## src/design/srse_cfg.svh

```systemverilog
`ifndef SRSE_CFG_SVH
`define SRSE_CFG_SVH
// ----------------------------------------
// Sync/reset pin, in master clock periods
// ----------------------------------------
`define SRSE_RST_LOW_CLKS 12'h800
`define SRSE_SYNC_MAX_CLKS 12'h7FF
// ----------------------------------------
// Sample ready pulse, in master clock periods
// ----------------------------------------
`define SRSE_RDY_HI_CLKS 3'h4
`define SRSE_RDY_LO_CLKS 3'h4
// ----------------------------------------
// Serial port
// ----------------------------------------
`define SRSE_SPI_TMO_CLKS 16'h8000
`define SRSE_SPI_BITS 4'h8
// ----------------------------------------
// Start-up times
// ----------------------------------------
`define SRSE_CORE_NS 10
`define SRSE_POR_US 250
`define SRSE_REGACQ_US 5
`define SRSE_POR_CYC (`SRSE_POR_US * 1000 / `SRSE_CORE_NS)
`define SRSE_REGACQ_CYC (`SRSE_REGACQ_US * 1000 / `SRSE_CORE_NS)
`endif

```

## src/design/srse_pkg.sv

```systemverilog
`default_nettype none
package srse_pkg;
	typedef enum logic [3:0] {
		SRSE_ST_LOAD = 4'h1,
		SRSE_ST_POR = 4'h2,
		SRSE_ST_RUN = 4'h4,
		SRSE_ST_PINRST = 4'h8
	} srse_state_t;
endpackage : srse_pkg
`default_nettype wire

```

## src/design/srse_spi_port.sv

```systemverilog
`timescale 1ns/1ps
`default_nettype none
`include "srse_cfg.svh"
module srse_spi_port (
	input wire logic clk,
	input wire logic rst_b,
	input wire logic clr,
	input wire logic mclk_rise,
	input wire logic sclk,
	input wire logic cs_b,
	input wire logic mosi,
	input wire logic [7:0] tx_data,
	output logic miso_r,
	output logic miso_oe_r,
	output logic [7:0] rx_data_r,
	output logic rx_valid_r
);
	// ----------------------------------------
	// Pin synchronisers
	// ----------------------------------------
	logic [2:0] s1_r;
	logic [2:0] s2_r;
	logic sclk_d_r;
	logic cs_d_r;
	logic [7:0] tx_sh_r;
	logic [7:0] rx_sh_r;
	logic [3:0] bit_r;
	logic [15:0] tmo_r;
	always_ff @(posedge clk or negedge rst_b) begin
		if (!rst_b) begin
			s1_r <= 3'h2;
			s2_r <= 3'h2;
			sclk_d_r <= 1'b0;
			cs_d_r <= 1'b1;
		end else begin
			s1_r <= {mosi, cs_b, sclk};
			s2_r <= s1_r;
			sclk_d_r <= s2_r[0];
			cs_d_r <= s2_r[1];
		end
	end
	wire sclk_s = s2_r[0];
	wire cs_s = s2_r[1];
	wire mosi_s = s2_r[2];
	wire sel = !cs_s && !clr;
	wire sclk_rise = sel && sclk_s && !sclk_d_r;
	wire sclk_fall = sel && !sclk_s && sclk_d_r;
	wire cs_fall = !cs_s && cs_d_r;
	wire cs_rise = cs_s && !cs_d_r;
	wire last_bit = sclk_fall && (bit_r == `SRSE_SPI_BITS - 4'h1);
	// Idle time counts only on master edges, so a slow host is fine
	wire tmo_hit = mclk_rise && (bit_r != 4'h0)
		&& (tmo_r == `SRSE_SPI_TMO_CLKS - 16'h1);
	// ----------------------------------------
	// Shift logic
	// ----------------------------------------
	always_ff @(posedge clk or negedge rst_b) begin
		if (!rst_b) begin
			miso_oe_r <= 1'b0;
			miso_r <= 1'b0;
			tx_sh_r <= 8'h00;
		end else begin
			if (cs_rise || clr)
				miso_oe_r <= 1'b0;
			else if (cs_fall)
				miso_oe_r <= 1'b1;
			if (cs_fall || last_bit)
				tx_sh_r <= tx_data;
			else if (sclk_rise) begin
				miso_r <= tx_sh_r[7];
				tx_sh_r <= {tx_sh_r[6:0], 1'b0};
			end
		end
	end
	always_ff @(posedge clk or negedge rst_b) begin
		if (!rst_b) begin
			rx_sh_r <= 8'h00;
			bit_r <= 4'h0;
			rx_data_r <= 8'h00;
			rx_valid_r <= 1'b0;
			tmo_r <= 16'h0000;
		end else begin
			rx_valid_r <= last_bit;
			if (cs_fall || tmo_hit || clr) begin
				bit_r <= 4'h0;
				rx_sh_r <= 8'h00;
			end else if (sclk_fall) begin
				rx_sh_r <= {rx_sh_r[6:0], mosi_s};
				bit_r <= last_bit ? 4'h0 : bit_r + 4'h1;
			end
			if (last_bit)
				rx_data_r <= {rx_sh_r[6:0], mosi_s};
			if (sclk_fall || bit_r == 4'h0 || tmo_hit)
				tmo_r <= 16'h0000;
			else if (mclk_rise)
				tmo_r <= tmo_r + 16'h1;
		end
	end
endmodule : srse_spi_port
`default_nettype wire

```

## src/design/srse_top.sv

```systemverilog
`timescale 1ns/1ps
`default_nettype none
`include "srse_cfg.svh"
// Function
// - Low for 2048 master periods resets device
// - Low for 1 to 2047 periods synchronises
// - Pin sampled on master clock rising edges
// - Serial input captured on falling clock edge
// - Serial output launched after rising edge
// - Output driven only after chip select falls
// - Output released after chip select rises
// - First sample ready 250 us after power
// - Register defaults load for 5 us
// - Clock idles low, shift rise, capture fall
module srse_top #(
	parameter int POR_CYC = `SRSE_POR_CYC
) (
	input wire logic CORE_CLK,
	input wire logic RST_B,
	input wire logic MASTER_CLOCK_INPUT,
	input wire logic SYNC_RESET_B,
	input wire logic SAMPLE_TICK,
	input wire logic SPI_SCLK,
	input wire logic SPI_CS_B,
	input wire logic SPI_MOSI,
	input wire logic [7:0] TX_DATA,
	output logic SAMPLE_READY_OUT,
	output logic SYNC_REQ,
	output logic DEVICE_RESET,
	output logic REGS_VALID,
	output logic SPI_MISO_O,
	output logic SPI_MISO_OE,
	output logic [7:0] RX_DATA,
	output logic RX_VALID
);
	localparam int REGACQ_I = `SRSE_REGACQ_CYC;
	localparam logic [15:0] REGACQ_CYC = 16'(REGACQ_I);
	// POR wait includes the register load, so only the rest is counted
	localparam logic [15:0] POR_REST = 16'(POR_CYC - REGACQ_I);
	// ----------------------------------------
	// Pin synchronisers
	// ----------------------------------------
	logic mck_s1_r;
	logic mck_s2_r;
	logic mck_d_r;
	logic pin_s1_r;
	logic pin_s2_r;
	always_ff @(posedge CORE_CLK or negedge RST_B) begin
		if (!RST_B) begin
			mck_s1_r <= 1'b0;
			mck_s2_r <= 1'b0;
			mck_d_r <= 1'b0;
			pin_s1_r <= 1'b1;
			pin_s2_r <= 1'b1;
		end else begin
			mck_s1_r <= MASTER_CLOCK_INPUT;
			mck_s2_r <= mck_s1_r;
			mck_d_r <= mck_s2_r;
			pin_s1_r <= SYNC_RESET_B;
			pin_s2_r <= pin_s1_r;
		end
	end
	wire mclk_rise = mck_s2_r && !mck_d_r;
	// ----------------------------------------
	// Sync/reset pin low-time
	// ----------------------------------------
	logic [11:0] low_r;
	logic [11:0] low_nxt;
	logic sync_req_r;
	srse_pkg::srse_state_t st_r;
	srse_pkg::srse_state_t st_nxt;
	wire pin_low_edge = mclk_rise && !pin_s2_r;
	wire pin_high_edge = mclk_rise && pin_s2_r;
	wire low_sat = (low_r == `SRSE_RST_LOW_CLKS);
	wire rst_hit = pin_low_edge
		&& (low_r == `SRSE_RST_LOW_CLKS - 12'h1);
	// Short pulses only; a finished reset never doubles as a sync
	wire sync_hit = pin_high_edge && (low_r != 12'h000)
		&& (low_r <= `SRSE_SYNC_MAX_CLKS)
		&& (st_r != srse_pkg::SRSE_ST_PINRST);
	assign low_nxt = pin_high_edge ? 12'h000 :
		(pin_low_edge && !low_sat) ? low_r + 12'h1 : low_r;
	always_ff @(posedge CORE_CLK or negedge RST_B) begin
		if (!RST_B) begin
			low_r <= 12'h000;
			sync_req_r <= 1'b0;
		end else begin
			low_r <= low_nxt;
			sync_req_r <= sync_hit;
		end
	end
	// ----------------------------------------
	// Reset and start-up sequence
	// ----------------------------------------
	logic [15:0] wait_r;
	logic [15:0] wait_nxt;
	logic por_pend_r;
	logic dev_rst_r;
	logic regs_ok_r;
	wire load_done = (st_r == srse_pkg::SRSE_ST_LOAD)
		&& (wait_r == REGACQ_CYC - 16'h1);
	wire por_done = (st_r == srse_pkg::SRSE_ST_POR)
		&& (wait_r == POR_REST - 16'h1);
	always_comb begin
		st_nxt = st_r;
		unique case (st_r)
			srse_pkg::SRSE_ST_PINRST:
				if (pin_high_edge)
					st_nxt = srse_pkg::SRSE_ST_LOAD;
			srse_pkg::SRSE_ST_LOAD:
				if (load_done)
					st_nxt = por_pend_r ? srse_pkg::SRSE_ST_POR
						: srse_pkg::SRSE_ST_RUN;
			srse_pkg::SRSE_ST_POR:
				if (por_done)
					st_nxt = srse_pkg::SRSE_ST_RUN;
			srse_pkg::SRSE_ST_RUN: ;
		endcase
		if (rst_hit)
			st_nxt = srse_pkg::SRSE_ST_PINRST;
	end
	assign wait_nxt = (st_nxt != st_r) ? 16'h0000 : wait_r + 16'h1;
	wire regs_ok_nxt = (st_nxt == srse_pkg::SRSE_ST_POR)
		|| (st_nxt == srse_pkg::SRSE_ST_RUN);
	always_ff @(posedge CORE_CLK or negedge RST_B) begin
		if (!RST_B) begin
			st_r <= srse_pkg::SRSE_ST_LOAD;
			wait_r <= 16'h0000;
			por_pend_r <= 1'b1;
			dev_rst_r <= 1'b0;
			regs_ok_r <= 1'b0;
		end else begin
			st_r <= st_nxt;
			wait_r <= wait_nxt;
			if (rst_hit || load_done)
				por_pend_r <= 1'b0;
			dev_rst_r <= (st_nxt == srse_pkg::SRSE_ST_PINRST);
			regs_ok_r <= regs_ok_nxt;
		end
	end
	// ----------------------------------------
	// Sample ready pulse
	// ----------------------------------------
	logic rdy_r;
	logic lo_busy_r;
	logic pend_r;
	logic [2:0] dcnt_r;
	wire run = (st_r == srse_pkg::SRSE_ST_RUN);
	wire new_evt = por_done || (run && SAMPLE_TICK);
	wire hi_end = rdy_r && (dcnt_r == `SRSE_RDY_HI_CLKS - 3'h1);
	wire lo_end = lo_busy_r && (dcnt_r == `SRSE_RDY_LO_CLKS - 3'h1);
	wire start = !rdy_r && !lo_busy_r && pend_r;
	wire stop = !regs_ok_r;
	always_ff @(posedge CORE_CLK or negedge RST_B) begin
		if (!RST_B) begin
			rdy_r <= 1'b0;
			lo_busy_r <= 1'b0;
			pend_r <= 1'b0;
			dcnt_r <= 3'h0;
		end else if (stop) begin
			rdy_r <= 1'b0;
			lo_busy_r <= 1'b0;
			pend_r <= 1'b0;
			dcnt_r <= 3'h0;
		end else begin
			// A tick landing on the start edge stays pending
			if (new_evt)
				pend_r <= 1'b1;
			else if (mclk_rise && start)
				pend_r <= 1'b0;
			if (mclk_rise) begin
				if (hi_end || lo_end || start)
					dcnt_r <= 3'h0;
				else if (rdy_r || lo_busy_r)
					dcnt_r <= dcnt_r + 3'h1;
				if (hi_end) begin
					rdy_r <= 1'b0;
					lo_busy_r <= 1'b1;
				end else if (lo_end)
					lo_busy_r <= 1'b0;
				else if (start)
					rdy_r <= 1'b1;
			end
		end
	end
	// ----------------------------------------
	// Serial port
	// ----------------------------------------
	// Relies on the host moving chip select with the clock low
	srse_spi_port u_spi (
		.clk(CORE_CLK),
		.rst_b(RST_B),
		.clr(stop),
		.mclk_rise(mclk_rise),
		.sclk(SPI_SCLK),
		.cs_b(SPI_CS_B),
		.mosi(SPI_MOSI),
		.tx_data(TX_DATA),
		.miso_r(SPI_MISO_O),
		.miso_oe_r(SPI_MISO_OE),
		.rx_data_r(RX_DATA),
		.rx_valid_r(RX_VALID)
	);
	assign SAMPLE_READY_OUT = rdy_r;
	assign SYNC_REQ = sync_req_r;
	assign DEVICE_RESET = dev_rst_r;
	assign REGS_VALID = regs_ok_r;
endmodule : srse_top
`default_nettype wire

```

## config.mk

```make
export PLATFORM = sky130hd
export DESIGN_NAME = srse_top
export DESIGN_NICKNAME = d
export VERILOG_FILES = /design/src/design/srse_pkg.sv /design/src/design/srse_spi_port.sv /design/src/design/srse_top.sv
export VERILOG_INCLUDE_DIRS = /design/src /design/src/design
export SDC_FILE = /design/constraint.sdc
export NUM_CORES = 1
export LEC_CHECK = 0
export BUFFER_PORTS_ARGS = -buffer_cell sky130_fd_sc_hd__buf_2
export CAP_MARGIN = 0
export CORE_ASPECT_RATIO = 1.5
export CORE_UTILIZATION = 45
export DETAILED_ROUTE_END_ITERATION = 10
export SLEW_MARGIN = 25
export SYNTH_ARGS = -nofsm -noshare
export SYNTH_HDL_FRONTEND = slang
export SYNTH_SLANG_ARGS = --single-unit
```

## constraint.sdc

```tcl
create_clock -name CORE_CLK -period 3.2 [get_ports CORE_CLK]
set_input_delay 0.64 -clock CORE_CLK [delete_from_list [all_inputs] [get_ports CORE_CLK]]
set_output_delay 0.64 -clock CORE_CLK [all_outputs]
set_load 0.02 [all_outputs]
```

==> impl_results.md <==
- Post-Syn Nets: 490
- WS Path Type: reg -> reg
- Nets: 520
- Seq/Total Area, Yosys: 54.3%
- Worst r2r src: u_spi.s2_r[1]
- Num rows: 45
- Yosys reg bits: 101
- Clock skew: 0.00463 ns
- Post-synthesis cell type count: 55
- Setup TNS: 0 ns
- Startpoint Class: flip-flop
- Root Buffer: clkbuf_16
- Placement Setup Slack: 0.993 ns
- Synth Instances: 466
- Worst Path Max Fanout: 17
- DIE AREA: 0.0108 sq mm
- H-tree depth: 3
- DIE HEIGHT: 127 um
- Status: complete, no violations
- Worst-Skew Late Latency: 0.34 ns
- Synth cell count leaders: dfrtp_1, nor2_1, nand2_1
- First-pass GRT wire length: 14800 um
- Fin util: 51.9%
- Async S/R FF share, synth: 100%
- Area contributors post-synth: dfrtp_1, nor2_1, nand2_1
- CP endpoint kind: flip-flop
- Final hold vios: 0
- FMAX: 449 MHz
- Synth Flop Type: dfrtp_1
- 1st-pass router iterations: 4
- Port Buffers: 30
- CP arrival: 2.45 ns
- RSZ-0062 raised after global routing: false
- Cts bufs inserted: 9
- Post-CTS setup buffer count: 0
- Cell area after synthesis: 0.00467 sq mm
- Post-synth top area share: 50.4%
- Detail Route Antenna Nets: 0
- Area leader, netlist: dfrtp_1
- Most common cell in the netlist: dfrtp_1
- Remaining global-route overflow: 0
- Vias: 3255
- DIE WIDTH: 85.2 um
- Average wire per standard cell: 13.7 um
- Slowest CP cell: dfstp_2
- R2r worst-path depth: 6
- 1st-iter DRT viols: 122
- Initial antenna violation count: 0
- Global-route usage over all layers: 17.6%
- Worst slew pin tran: 0.602 ns
- # DRC: 0
- Fraction of layout instances using a drive strength above 1: 13.8%
- Post-synth EDFFs: 0
- Worst reg2reg setup slack: 0.97 ns
- Tot Pwr: 2.49 mW
- Vias in the first global route: 3273
- Largest net degree at the start of global routing: 50
- Reg-to-reg critical path endpoint: u_spi.miso_r
- Ports: 31
- Area after DPL: 0.00493 sq mm
- Max-slew violation count: 0
- CTS tree: yes
- P&R area growth vs syn: 12.0%
- Hold_buf cts: 0
- Synth warnings: 0
- PwrDens: 477 mW/mm^2
- N_diodes: 0
- Max Cap Viol: 0
- Tcrit/Tclk final: 69.5%
- Fin crit period: 2.23 ns
- Clock Sink Count: 101
- DP Wirelength: 6000 um
- CP max stage delay: 0.57 ns
- Buffers & Inverters on Critical Path: 1
- Largest vdd supply drop: 301 uV
- Critical path cell sequence: and4bb_2 > nand4b_1 > buf_4 > and2_1 > nand2_1 > mux2_2
- Routed wire length: 8480 um
- Delay-heaviest family, CP: simple AND/OR/NAND/NOR gates
- Clock-pin slew on the worst setup and hold paths: 0.07 ns
- Avg Synthesized Cell Area: 10.0 sq um
- Final instance area: 0.00523 sq mm
- Vias/cell: 5.27
- Area of the core: 0.0101 sq mm
- Worst Path Required: 3.43 ns
- Gp weighted congestion: 0.781
- Resize count post-CTS: 0
- Pleak: 2.35 nW
- Clk buf depth: 2
- Final setup fails: 0
- Worst slew margin: 59.8%
- Post-route setup slack: 0.974 ns
- Hold Path Class: in -> async
- Starting Density: 46.3%
report_power, final:
| group | total (mW) | switching [mW] | internal (mW) |
|---|---|---|---|
| combinational | 0.0965 | 0.0591 | 0.0375 |
| sequential | 1.33 | 0.0191 | 1.31 |
| clock | 1.07 | 0.465 | 0.605 |
metrics by stage:
step,hold slack (ns),std cells
finish,0.302,618
global route,0.353,618
CTS,0.332,618
detailed placement,0.335,602
global placement,0.334,602
floorplan,0.331,466
placed cells by master (no fill, tap or decap), types with 5 or more instances in the layout:
cell type	count
nor3_1	7
xor2_1	22
and4_1	7
a21oi_1	22
nand4_1	11
nand2_1	68
buf_2	29
clkbuf_16	9
nand3_1	17
o21ai_0	6
dfstp_2	7
inv_1	12
buf_4	7
nor4_1	5
nor2_1	73
dfrtp_1	94
mux2i_1	8
xnor2_1	22
and3_1	10
ha_1	8
per-layer routing:
metal,track usage [%],part of all wire [%]
met1,20.2,43
met4,9.57,2.5
met3,3.58,2.1
met5,0,0
met2,30.3,52
state kept, by name, indices dropped and copies added (netlist names), 3 cells and up:
| name | count |
|---|---|
| u_spi.rx_data_r | 8 |
| u_spi.tx_sh_r | 8 |
| st_r | 4 |
| u_spi.s1_r | 3 |
| u_spi.tmo_r | 16 |
| low_r | 12 |
| u_spi.bit_r | 4 |
| dcnt_r | 3 |
| u_spi.rx_sh_r | 7 |
| wait_r | 16 |
| u_spi.s2_r | 3 |
worst max path at each step:
stage | from | endpoint | slack [ns] | cells past startpoint
floorplan | st_r[0] | wait_r[10] | 1.31 | 7
global placement | u_spi.s2_r[1] | u_spi.miso_r | 1.06 | 6
detailed placement | u_spi.s2_r[1] | u_spi.miso_r | 0.99 | 6
CTS | u_spi.s2_r[1] | u_spi.miso_r | 0.97 | 6
global route | u_spi.s2_r[1] | u_spi.miso_r | 0.78 | 6
finish | u_spi.s2_r[1] | u_spi.miso_r | 0.97 | 6
worst reg2reg max path: stages (launching register included):
cell and delay, ns:
dfstp_2 0.57, and4bb_2 0.34, nand4b_1 0.13, buf_4 0.18, and2_1 0.48, nand2_1 0.12
mux2_2 0.29
final cells by class:
class                   instances  area, sq um
repair buffers                 36          198
multi-input cells             335         2010
clock inverters                 6         63.8
inverters                      13         48.8
flip-flops and latches        101         2540
clock buffers                  10          229
well taps                     117          146
fillers                       934         4850
cells by family (layout without fill, tap and decap cells):
family	after synthesis	after routing	synth area share (%)
AND/OR/NAND/NOR	230	230	24.6
flip-flops	101	101	54.3
AO/OA/AOI/OAI	44	44	5.90
XOR/XNOR	44	44	8.25
buffers and inverters	30	65	2.84
multiplexers	9	9	1.96
adder cells (fa/ha/maj)	8	8	2.14
No activity file was read; power rests on OpenSTA's default activity.
